<file path="config.mk">
export PLATFORM = sky130hd
export DESIGN_NAME = pin_state_standby_control
export DESIGN_NICKNAME = d
export VERILOG_FILES = /design/src/inc/pin_state_pkg.sv /design/src/rtl/pin_state_standby_control.sv /design/src/rtl/powerup_timer.sv
export SDC_FILE = /design/constraint.sdc
export NUM_CORES = 1
export LEC_CHECK = 0
export BUFFER_PORTS_ARGS = -buffer_cell sky130_fd_sc_hd__buf_4
export CORE_ASPECT_RATIO = 0.6
export CORE_MARGIN = 1.5
export CORE_UTILIZATION = 40
export CTS_CLUSTER_SIZE = 14
export DETAILED_ROUTE_END_ITERATION = 10
export PLACE_DENSITY = 0.69
export SLEW_MARGIN = 20
export SYNTH_ARGS = -nofsm -noshare
export SYNTH_HDL_FRONTEND = slang
export SYNTH_SLANG_ARGS = --single-unit
</file>
<file path="constraint.sdc">
create_clock -name clk_i -period 1.4 [get_ports clk_i]
set_input_delay 0.28 -clock clk_i [delete_from_list [all_inputs] [get_ports clk_i]]
set_output_delay 0.28 -clock clk_i [all_outputs]
set_load 0.005 [all_outputs]
</file>
<file path="src/inc/pin_state_pkg.sv">
// Package for the pin state controller: modes, bus structs, timing.
// Assumes a 20 MHz system clock and a single async active-low reset.
package pin_state_pkg;

    // ------------------------------------------------------------
    // Timing
    // ------------------------------------------------------------
    localparam int CLK_HZ = 20000000;
    localparam int POWERUP_US = 1000;
    localparam int POWERUP_CYCLES = (CLK_HZ / 1000000) * POWERUP_US;

    // ------------------------------------------------------------
    // Widths
    // ------------------------------------------------------------
    localparam int AD_W = 16;
    localparam int AU_W = 6;

    // ------------------------------------------------------------
    // Reset values
    // ------------------------------------------------------------
    localparam logic [AD_W-1:0] AD_RESET = 16'h0000;
    localparam logic [AU_W-1:0] AU_RESET = 6'h00;

    typedef enum logic [2:0] {
        MODE_RUN,
        MODE_HALT,
        MODE_IDLE,
        MODE_STOP,
        MODE_BUS_IDLE,
        MODE_HOLD
    } power_mode_e;

    // Levels the bus controller would drive in normal operation
    typedef struct packed {
        logic [AD_W-1:0] ad;
        logic [AD_W-1:0] addr_lo;
        logic [AU_W-1:0] addr_hi;
        logic wr_lo;
        logic wr_hi;
        logic rd;
        logic address_latch_strobe;
        logic grant_ack;
        logic ad_drive;
    } bus_out_s;

    // Output enables, active low
    typedef struct packed {
        logic ad_oe_n;
        logic addr_oe_n;
        logic strobe_oe_n;
        logic grant_ack_oe_n;
    } bus_oe_s;

endpackage

</file>
<file path="src/rtl/pin_state_standby_control.sv">
// Pin state controller for reset, power-up, standby, bus idle and hold.
// Assumes all inputs are synchronous to clk_i; power-on reset releases
// resetn_i, external/internal reset causes arrive as sync levels.
//
// Overview of operation
// During reset every external bus control pin is an undriven input.
// Debug reset input is pulled low on pin reset, follows the debug mode bit on internal reset.
// Idle levels apply in the bus idle state after T2 (separate) or T3 (multiplexed).
// In HALT, address, strobes and grant ack keep operating while DMA runs.
// In HALT the muxed bus floats in separate mode and is undefined in multiplexed mode.
// A held pin keeps the level of the last external bus cycle before the mode.
// Inputs marked not acknowledged, such as wait, are not sampled.
// A pin whose alternate function runs keeps running it in HALT, IDLE and STOP.
// Debug serial out floats in reset unless on-chip debug mode is selected.
// The power-on state lasts until 1 ms after supply is good, debug reset pulled down.
// IDLE and STOP drive clock out low and strobes high; HALT and bus idle keep it running.
// In bus hold the bus floats, grant ack is low and the grant request is still watched.
`timescale 1ns/1ps
module pin_state_standby_control #(
    parameter int POWERUP_CYCLES = pin_state_pkg::POWERUP_CYCLES,
    parameter int PORT_W = 8
) (
    input wire logic clk_i,
    input wire logic resetn_i,
    input wire logic pin_reset_i,
    input wire logic internal_reset_i,
    input wire logic debug_mode_select_bit_i,
    input wire pin_state_pkg::power_mode_e mode_i,
    input wire logic separate_bus_i,
    input wire logic dma_active_i,
    input wire logic bus_cycle_end_i,
    input wire pin_state_pkg::bus_out_s bus_i,
    input wire logic sys_clk_level_i,
    input wire logic wait_pin_i,
    input wire logic bus_grant_request_i,
    input wire logic [PORT_W-1:0] port_alt_active_i,
    input wire logic [PORT_W-1:0] port_live_i,
    input wire logic [PORT_W-1:0] port_dir_out_i,
    input wire logic debug_serial_out_i,
    input wire logic [1:0] analog_output_port_i,
    output pin_state_pkg::bus_out_s bus_o,
    output pin_state_pkg::bus_oe_s oe_o,
    output logic system_clock_output_o,
    output logic wait_sampled_o,
    output logic bus_grant_request_seen_o,
    output logic [PORT_W-1:0] port_o,
    output logic [PORT_W-1:0] port_oe_n_o,
    output logic debug_reset_pulldown_o,
    output logic debug_serial_out_o,
    output logic debug_serial_out_oe_n_o,
    output logic [1:0] analog_output_port_o,
    output logic analog_valid_o,
    output logic powerup_done_o
);
    pin_state_pkg::bus_out_s held;
    pin_state_pkg::bus_out_s next_bus;
    pin_state_pkg::bus_oe_s next_oe;
    logic [PORT_W-1:0] port_held;
    logic [1:0] analog_held;
    logic in_reset;
    logic pin_reset_seen;
    logic powerup_done;

    // ------------------------------------------------------------
    // Power-up interval
    // ------------------------------------------------------------
    powerup_timer #(.CYCLES(POWERUP_CYCLES)) u_timer (
        .clk_i(clk_i),
        .resetn_i(resetn_i),
        .done_o(powerup_done)
    );
    assign powerup_done_o = powerup_done;

    assign in_reset = !powerup_done || pin_reset_i || internal_reset_i;

    // Last reset cause; pin reset wins when both arrive together
    always_ff @(posedge clk_i or negedge resetn_i) begin
        if (!resetn_i) begin
            pin_reset_seen <= 1'b1;
        end else if (pin_reset_i) begin
            pin_reset_seen <= 1'b1;
        end else if (internal_reset_i) begin
            pin_reset_seen <= 1'b0;
        end
    end

    // ------------------------------------------------------------
    // Held levels of the last bus cycle
    // ------------------------------------------------------------
    always_ff @(posedge clk_i or negedge resetn_i) begin
        if (!resetn_i) begin
            held <= '{ad: pin_state_pkg::AD_RESET, addr_lo: pin_state_pkg::AD_RESET,
                      addr_hi: pin_state_pkg::AU_RESET, wr_lo: 1'b1, wr_hi: 1'b1,
                      rd: 1'b1, address_latch_strobe: 1'b1, grant_ack: 1'b1, ad_drive: 1'b0};
        end else if (mode_i == pin_state_pkg::MODE_RUN && bus_cycle_end_i) begin
            held <= bus_i;
        end
    end

    // Ports and analog outputs freeze on leaving run mode
    always_ff @(posedge clk_i or negedge resetn_i) begin
        if (!resetn_i) begin
            port_held <= '0;
            analog_held <= 2'h0;
        end else if (mode_i == pin_state_pkg::MODE_RUN) begin
            port_held <= port_live_i;
            analog_held <= analog_output_port_i;
        end
    end

    // ------------------------------------------------------------
    // Bus pin selection
    // ------------------------------------------------------------
    always_comb begin
        next_bus = bus_i;
        next_oe = '{ad_oe_n: !bus_i.ad_drive, addr_oe_n: 1'b0, strobe_oe_n: 1'b0,
                    grant_ack_oe_n: 1'b0};
        case (mode_i)
            pin_state_pkg::MODE_RUN: begin
            end
            pin_state_pkg::MODE_HALT: begin
                if (!dma_active_i) begin
                    next_bus = held;
                    next_bus.wr_lo = 1'b1;
                    next_bus.wr_hi = 1'b1;
                    next_bus.rd = 1'b1;
                    next_bus.address_latch_strobe = 1'b1;
                    next_oe.ad_oe_n = separate_bus_i ? 1'b1 : held.ad_drive;
                end
            end
            pin_state_pkg::MODE_IDLE, pin_state_pkg::MODE_STOP: begin
                next_bus = held;
                next_bus.wr_lo = 1'b1;
                next_bus.wr_hi = 1'b1;
                next_bus.rd = 1'b1;
                next_bus.address_latch_strobe = 1'b1;
                next_oe.ad_oe_n = 1'b1;
            end
            pin_state_pkg::MODE_BUS_IDLE: begin
                // Entered after T2 separate or T3 multiplexed
                next_bus = held;
                next_bus.wr_lo = 1'b1;
                next_bus.wr_hi = 1'b1;
                next_bus.rd = 1'b1;
                next_bus.address_latch_strobe = 1'b1;
                next_oe.ad_oe_n = !held.ad_drive;
            end
            pin_state_pkg::MODE_HOLD: begin
                next_bus = held;
                next_bus.grant_ack = 1'b0;
                next_oe = '{ad_oe_n: 1'b1, addr_oe_n: 1'b1, strobe_oe_n: 1'b1,
                            grant_ack_oe_n: 1'b0};
            end
            default: begin
                next_oe = '1;
            end
        endcase
        if (in_reset) begin
            next_oe = '1;
        end
    end

    always_ff @(posedge clk_i or negedge resetn_i) begin
        if (!resetn_i) begin
            bus_o <= '0;
            oe_o <= '1;
        end else begin
            bus_o <= next_bus;
            oe_o <= next_oe;
        end
    end

    // Clock out is combinational: it must track the system clock level
    assign system_clock_output_o = !in_reset && sys_clk_level_i &&
        !(mode_i == pin_state_pkg::MODE_IDLE || mode_i == pin_state_pkg::MODE_STOP);

    // ------------------------------------------------------------
    // Inputs not acknowledged
    // ------------------------------------------------------------
    assign wait_sampled_o = !in_reset && (mode_i == pin_state_pkg::MODE_RUN ||
        (mode_i == pin_state_pkg::MODE_HALT && dma_active_i)) && wait_pin_i;
    assign bus_grant_request_seen_o = !in_reset && (mode_i == pin_state_pkg::MODE_RUN ||
        mode_i == pin_state_pkg::MODE_HOLD || mode_i == pin_state_pkg::MODE_HALT)
        && bus_grant_request_i;

    // ------------------------------------------------------------
    // Ordinary ports
    // ------------------------------------------------------------
    for (genvar i = 0; i < PORT_W; i++) begin : g_port
        always_ff @(posedge clk_i or negedge resetn_i) begin
            if (!resetn_i) begin
                port_o[i] <= 1'b0;
                port_oe_n_o[i] <= 1'b1;
            end else if (in_reset) begin
                port_o[i] <= 1'b0;
                port_oe_n_o[i] <= 1'b1;
            end else if (mode_i == pin_state_pkg::MODE_RUN || port_alt_active_i[i]) begin
                port_o[i] <= port_live_i[i];
                port_oe_n_o[i] <= !port_dir_out_i[i];
            end else begin
                port_o[i] <= port_held[i];
                port_oe_n_o[i] <= !port_dir_out_i[i];
            end
        end
    end

    // ------------------------------------------------------------
    // Debug and analog pins
    // ------------------------------------------------------------
    always_ff @(posedge clk_i or negedge resetn_i) begin
        if (!resetn_i) begin
            debug_reset_pulldown_o <= 1'b1;
            debug_serial_out_o <= 1'b0;
            debug_serial_out_oe_n_o <= 1'b1;
            analog_output_port_o <= 2'h0;
            analog_valid_o <= 1'b0;
        end else begin
            if (!powerup_done || pin_reset_i) begin
                debug_reset_pulldown_o <= 1'b1;
            end else if (internal_reset_i || !pin_reset_seen) begin
                debug_reset_pulldown_o <= !debug_mode_select_bit_i;
            end
            debug_serial_out_o <= debug_serial_out_i;
            debug_serial_out_oe_n_o <= in_reset && !debug_mode_select_bit_i;
            analog_valid_o <= powerup_done && !in_reset &&
                mode_i != pin_state_pkg::MODE_STOP;
            analog_output_port_o <= (mode_i == pin_state_pkg::MODE_RUN) ?
                analog_output_port_i : analog_held;
        end
    end

    // ------------------------------------------------------------
    // Checks
    // ------------------------------------------------------------
    reset_float_a: assert property (@(posedge clk_i) disable iff (!resetn_i)
        in_reset |=> oe_o == '1) else $error("bus driven in reset");
    pin_pulldown_a: assert property (@(posedge clk_i) disable iff (!resetn_i)
        pin_reset_i |=> debug_reset_pulldown_o) else $error("no pulldown");
    internal_rst_a: assert property (@(posedge clk_i) disable iff (!resetn_i)
        internal_reset_i && !pin_reset_i && powerup_done
        |=> debug_reset_pulldown_o == !$past(debug_mode_select_bit_i))
        else $error("debug reset wrong");
    idle_strobes_a: assert property (@(posedge clk_i) disable iff (!resetn_i)
        !in_reset && mode_i == pin_state_pkg::MODE_BUS_IDLE
        |=> bus_o.rd && bus_o.address_latch_strobe && bus_o.addr_lo == $past(held.addr_lo))
        else $error("idle levels");
    halt_dma_a: assert property (@(posedge clk_i) disable iff (!resetn_i)
        !in_reset && mode_i == pin_state_pkg::MODE_HALT && dma_active_i
        |=> bus_o.address_latch_strobe == $past(bus_i.address_latch_strobe)) else $error("halt dma");
    halt_sep_a: assert property (@(posedge clk_i) disable iff (!resetn_i)
        mode_i == pin_state_pkg::MODE_HALT && !dma_active_i && separate_bus_i
        |=> oe_o.ad_oe_n) else $error("halt ad driven");
    wait_ignored_a: assert property (@(posedge clk_i) disable iff (!resetn_i)
        mode_i inside {pin_state_pkg::MODE_IDLE, pin_state_pkg::MODE_STOP,
        pin_state_pkg::MODE_BUS_IDLE} |-> !wait_sampled_o) else $error("wait sampled");
    alt_live_a: assert property (@(posedge clk_i) disable iff (!resetn_i)
        !in_reset && port_alt_active_i[0] |=> port_o[0] == $past(port_live_i[0]))
        else $error("alt port frozen");
    ddo_float_a: assert property (@(posedge clk_i) disable iff (!resetn_i)
        in_reset && !debug_mode_select_bit_i |=> debug_serial_out_oe_n_o)
        else $error("ddo driven");
    powerup_len_a: assert property (@(posedge clk_i) disable iff (!resetn_i)
        $rose(powerup_done) |-> $past(oe_o.ad_oe_n) && debug_reset_pulldown_o)
        else $error("powerup state");
    stop_clock_a: assert property (@(posedge clk_i) disable iff (!resetn_i)
        mode_i == pin_state_pkg::MODE_STOP |-> !system_clock_output_o
        ##1 (in_reset || bus_o.wr_lo)) else $error("stop clock");
    hold_float_a: assert property (@(posedge clk_i) disable iff (!resetn_i)
        !in_reset && mode_i == pin_state_pkg::MODE_HOLD
        |=> !bus_o.grant_ack && oe_o.addr_oe_n && oe_o.strobe_oe_n)
        else $error("hold pins");
    halt_dma_c: cover property (@(posedge clk_i) disable iff (!resetn_i)
        mode_i == pin_state_pkg::MODE_HALT && dma_active_i);
    hold_c: cover property (@(posedge clk_i) disable iff (!resetn_i)
        mode_i == pin_state_pkg::MODE_HOLD && bus_grant_request_i);
    int_reset_c: cover property (@(posedge clk_i) disable iff (!resetn_i)
        internal_reset_i && debug_mode_select_bit_i);
endmodule

</file>
<file path="src/rtl/powerup_timer.sv">
// Power-on hold timer: flags when the startup interval has elapsed.
// Assumes the clock runs from power-up and reset clears the count.
`timescale 1ns/1ps
module powerup_timer #(
    parameter int CYCLES = pin_state_pkg::POWERUP_CYCLES
) (
    input wire logic clk_i,
    input wire logic resetn_i,
    output logic done_o
);
    logic [$clog2(CYCLES+1)-1:0] count;

    always_ff @(posedge clk_i or negedge resetn_i) begin
        if (!resetn_i) begin
            count <= '0;
        end else if (count != CYCLES[$clog2(CYCLES+1)-1:0]) begin
            count <= count + 1'b1;
        end
    end

    always_ff @(posedge clk_i or negedge resetn_i) begin
        if (!resetn_i) begin
            done_o <= 1'b0;
        end else begin
            done_o <= (count == CYCLES[$clog2(CYCLES+1)-1:0] - 1'b1) | done_o;
        end
    end
endmodule

</file>
==> results.yml <==
drt:
  wl_per_cell_um: 15.9
  vias: 3926
  viasPerCell: 4.78
  drtIter0Drc: 143
  drc: 0
  firstDrtPassIters: 4
  ant_nets: 0
  wl_mm: 13.0
cells_and_area:
  multi_input_area_mm2: 0.00212
  seqCellArea_mm2: 0.00348
  areaGrowthSynthToFinish_pct: 43.0
  drive_gt1_share_pct: 56.4
  fill_cells: 1113
  utilization_pct: 59.2
  n_antenna_cell: 0
  fin_cells: 821
  fin_nets: 703
clock_network:
  cts_buffers: 17
  clk_latency_ns: 0.41
  clockBufferDepth: 2
  h-tree-depth: 4
  path_clk_slew_ns: 0.07
  cts_sinks: 138
  cts_root_buf: "clkbuf_16"
  tritoncts: "yes"
power_and_ir_drop:
  p_sw_share_pct: 24.2
  power.density_mw_per_mm2: 1320
  power_frac_clock_pct: 39.5
  irDropWorstVdd_v: 0.000809
  power_mw: 10.8
  combPwrFrac_pct: 15.7
  p_sw_mw: 2.61
  internal_power_mw: 8.17
  p_leak_nw: 3.81
  p_seq_share_pct: 44.8
global_route:
  overflow: 0
  grt_max_degree: 40
  antenna_found_initial: 0
  grt_pass1_wl_mm: 20.8
  grtUsageTotal_pct: 18.4
  first_global_vias: 4064
yosys:
  yosysWarnings: 0
  ys_ff_latch: 138
  netlist-cell-type-count: 45
  synth_nets: 490
  yosysSeqAreaShare_pct: 60.9
  synth_area_per_cell_um2: 14.2
  synthArstFlopShare_pct: 100
  synthCells: 403
  synthFlopType: "dfrtp_1"
  synth_edf_count: 0
  synth_area_mm2: 0.00571
sta:
  fmax_mhz: 563
  period_minus_slack_ns: 1.78
  fin_skew_ns: 0.0144
  worst_pin_slew_ns: 0.335
  finalCritPeriodShare_pct: 127
  finalWorstSetupSlack_ns: -0.376
  grt_setup_unrepaired: "yes"
  maxSlewViolCount: 0
  finalSetupViolations: 4
  tns_ns: -1.15
  final-hold-violation-count: 0
  slew-limit-headroom_pct: 77.7
floorplan:
  ios: 159
  num_rows: 33
  initial_core_util_pct: 41.4
  die_area_mm2: 0.0150
  core_mm2: 0.0138
  dieHeight_um: 95.6
  dieWidth_um: 157
critical_path:
  cp_max_fo: 3
  crit_required_ns: 1.12
  endpoint_kind: "output pin"
  start_kind: "register"
  worstSetupStartpoint: "u_timer.done_o"
  critical_path_arrival_ns: 1.50
  crit_type: "reg2out"
  rrSetupSlack_ns: -0.03
  r2r_cells: 5
  rr_startpoint: "u_timer.count[1]"
  reg2reg_to: "u_timer.count[1]"
  critPathCapture: "wait_sampled_o"
status:
  violations: "negative setup slack"
  status: "finished with violations"
placement:
  portBuffers: 158
  place_congestion: 0.825
  hpwlAfterDp_mm: 9.27
  dp.cells: 776
run:
  maxCapViolations: 0
min_path:
  hold_path_class: "in2reg"
through the flow:
stage / hold slack (ns) / instance area [µm²] / setup WS (ns)
2_1_floorplan: -0.0156 / 5760 / -0.128
3_3_place_gp: 0.192 / 7400 / -0.112
3_5_place_dp: 0.195 / 7400 / -0.141
4_1_cts: 0.0533 / 8140 / -0.402
5_1_grt: 0.0624 / 8170 / -0.447
6_report: 0.0701 / 8170 / -0.376
Yosys cell counts, types with 2 or more instances:
cell / instances / area (µm²)
nand3_1: 8 / 40.0
ha_1: 2 / 25.0
o22ai_1: 4 / 25.0
mux2_2: 41 / 462
buf_6: 2 / 22.5
a2bb2oi_1: 4 / 35.0
dfrtp_1: 119 / 2980
nor2_1: 6 / 22.5
buf_12: 4 / 80.1
clkbuf_1: 6 / 22.5
mux2_1: 4 / 45.0
xnor2_1: 13 / 114
buf_2: 5 / 25.0
nand2_1: 42 / 158
and3_1: 4 / 25.0
a21oi_1: 10 / 50.1
o21ai_0: 15 / 75.1
nor3b_1: 3 / 22.5
mux2_4: 40 / 601
inv_1: 6 / 22.5
and4_1: 4 / 35.0
nand3b_1: 8 / 60.1
nor3_1: 2 / 10.0
nand4_1: 5 / 31.3
dfstp_2: 19 / 499
and2_1: 2 / 12.5
buf_4: 3 / 22.5
nand2b_1: 5 / 31.3
worst max-delay path, stage by stage, from the launching register on:
cell	delay (ns)
dfrtp_1	0.34
or3b_4	0.43
buf_12	0.15
nor2_4	0.07
buf_6	0.10
power by group through the flow:
stage                     combinational (mW)  clock [mW]  sequential (mW)
final                                   1.69        4.26             4.83
after detailed placement                1.68           0             4.88
after floorplan                        0.830           0             4.85
after global placement                  1.62           0             4.87
after CTS                               1.71        4.39             4.83
after global routing                    1.84        4.52             4.88
repair_timing:
action	4_1_cts	5_1_grt
hold buffers	11	0
endpoints found under the setup margin	4	11
gates resized for setup	8	12
pin swaps	2	5
hold endpoints to repair	34	0
buffers inserted	3	0
worst min path at each step:
stage	from	to	slack [ns]	depth (start not counted)
6_report	port_live_i[4]	port_held[4]	0.07	3
5_1_grt	port_live_i[4]	port_held[4]	0.06	3
4_1_cts	port_live_i[3]	port_held[3]	0.05	3
3_5_place_dp	resetn_i	held[39]	0.19	1
3_3_place_gp	resetn_i	bus_o[17]	0.19	1
2_1_floorplan	resetn_i	analog_output_port_o[0]	-0.02	0
sequential cells by signal (all words and copies together), names as in the netlist:
register,flops
bus_o,44
held,44
u_timer.count,15
port_held,8
port_o,8
port_oe_n_o,8
oe_o,3
analog_output_port_o,2
analog_valid_o,1
debug_reset_pulldown_o,1
debug_serial_out_o,1
debug_serial_out_oe_n_o,1
pin_reset_seen,1
u_timer.done_o,1
per-layer routing:
layer,global-route usage (%),vias to the layer above,share of wire [%]
met5,0,-,0
met4,7.00,0,0.97
met3,4.05,12,5.2
met1,24.1,1964,46
met2,30.0,108,48
li1,-,1842,-
layout by cell type, fill, tap and decap left out, types with 5 or more instances in the layout:
cell,count
clkbuf_16,17
xnor2_1,13
mux2_2,40
dfrtp_1,119
nand3b_1,8
dlygate4sd3_1,11
a21oi_1,10
o21ai_0,15
dfstp_2,19
nand2b_1,5
nand3_1,8
inv_6,5
buf_4,193
nand2_1,42
buf_12,7
mux2_4,41
nand4_1,5
cell type report:
class	count	share of cell area, %
clock buffer	18	5.25
clock inverter	14	1.65
inverter	6	0.276
multi-input combinational	238	26.0
sequential	138	42.6
tap	192	2.94
timing repair buffer	215	21.3
cells by family (layout without fill, tap and decap cells):
kind of cell    after synthesis  in the layout  synth area share (%)
buf+inv                      27            253                  3.68
compound gates               38             38                  4.01
fa+ha+maj                     2              2                 0.438
flops                       138            138                  60.9
mux                          86             86                  19.6
xor+xnor                     13             13                  1.99
simple gates                 99             99                  9.46
Note: power is estimated with default switching activity, not from simulation.
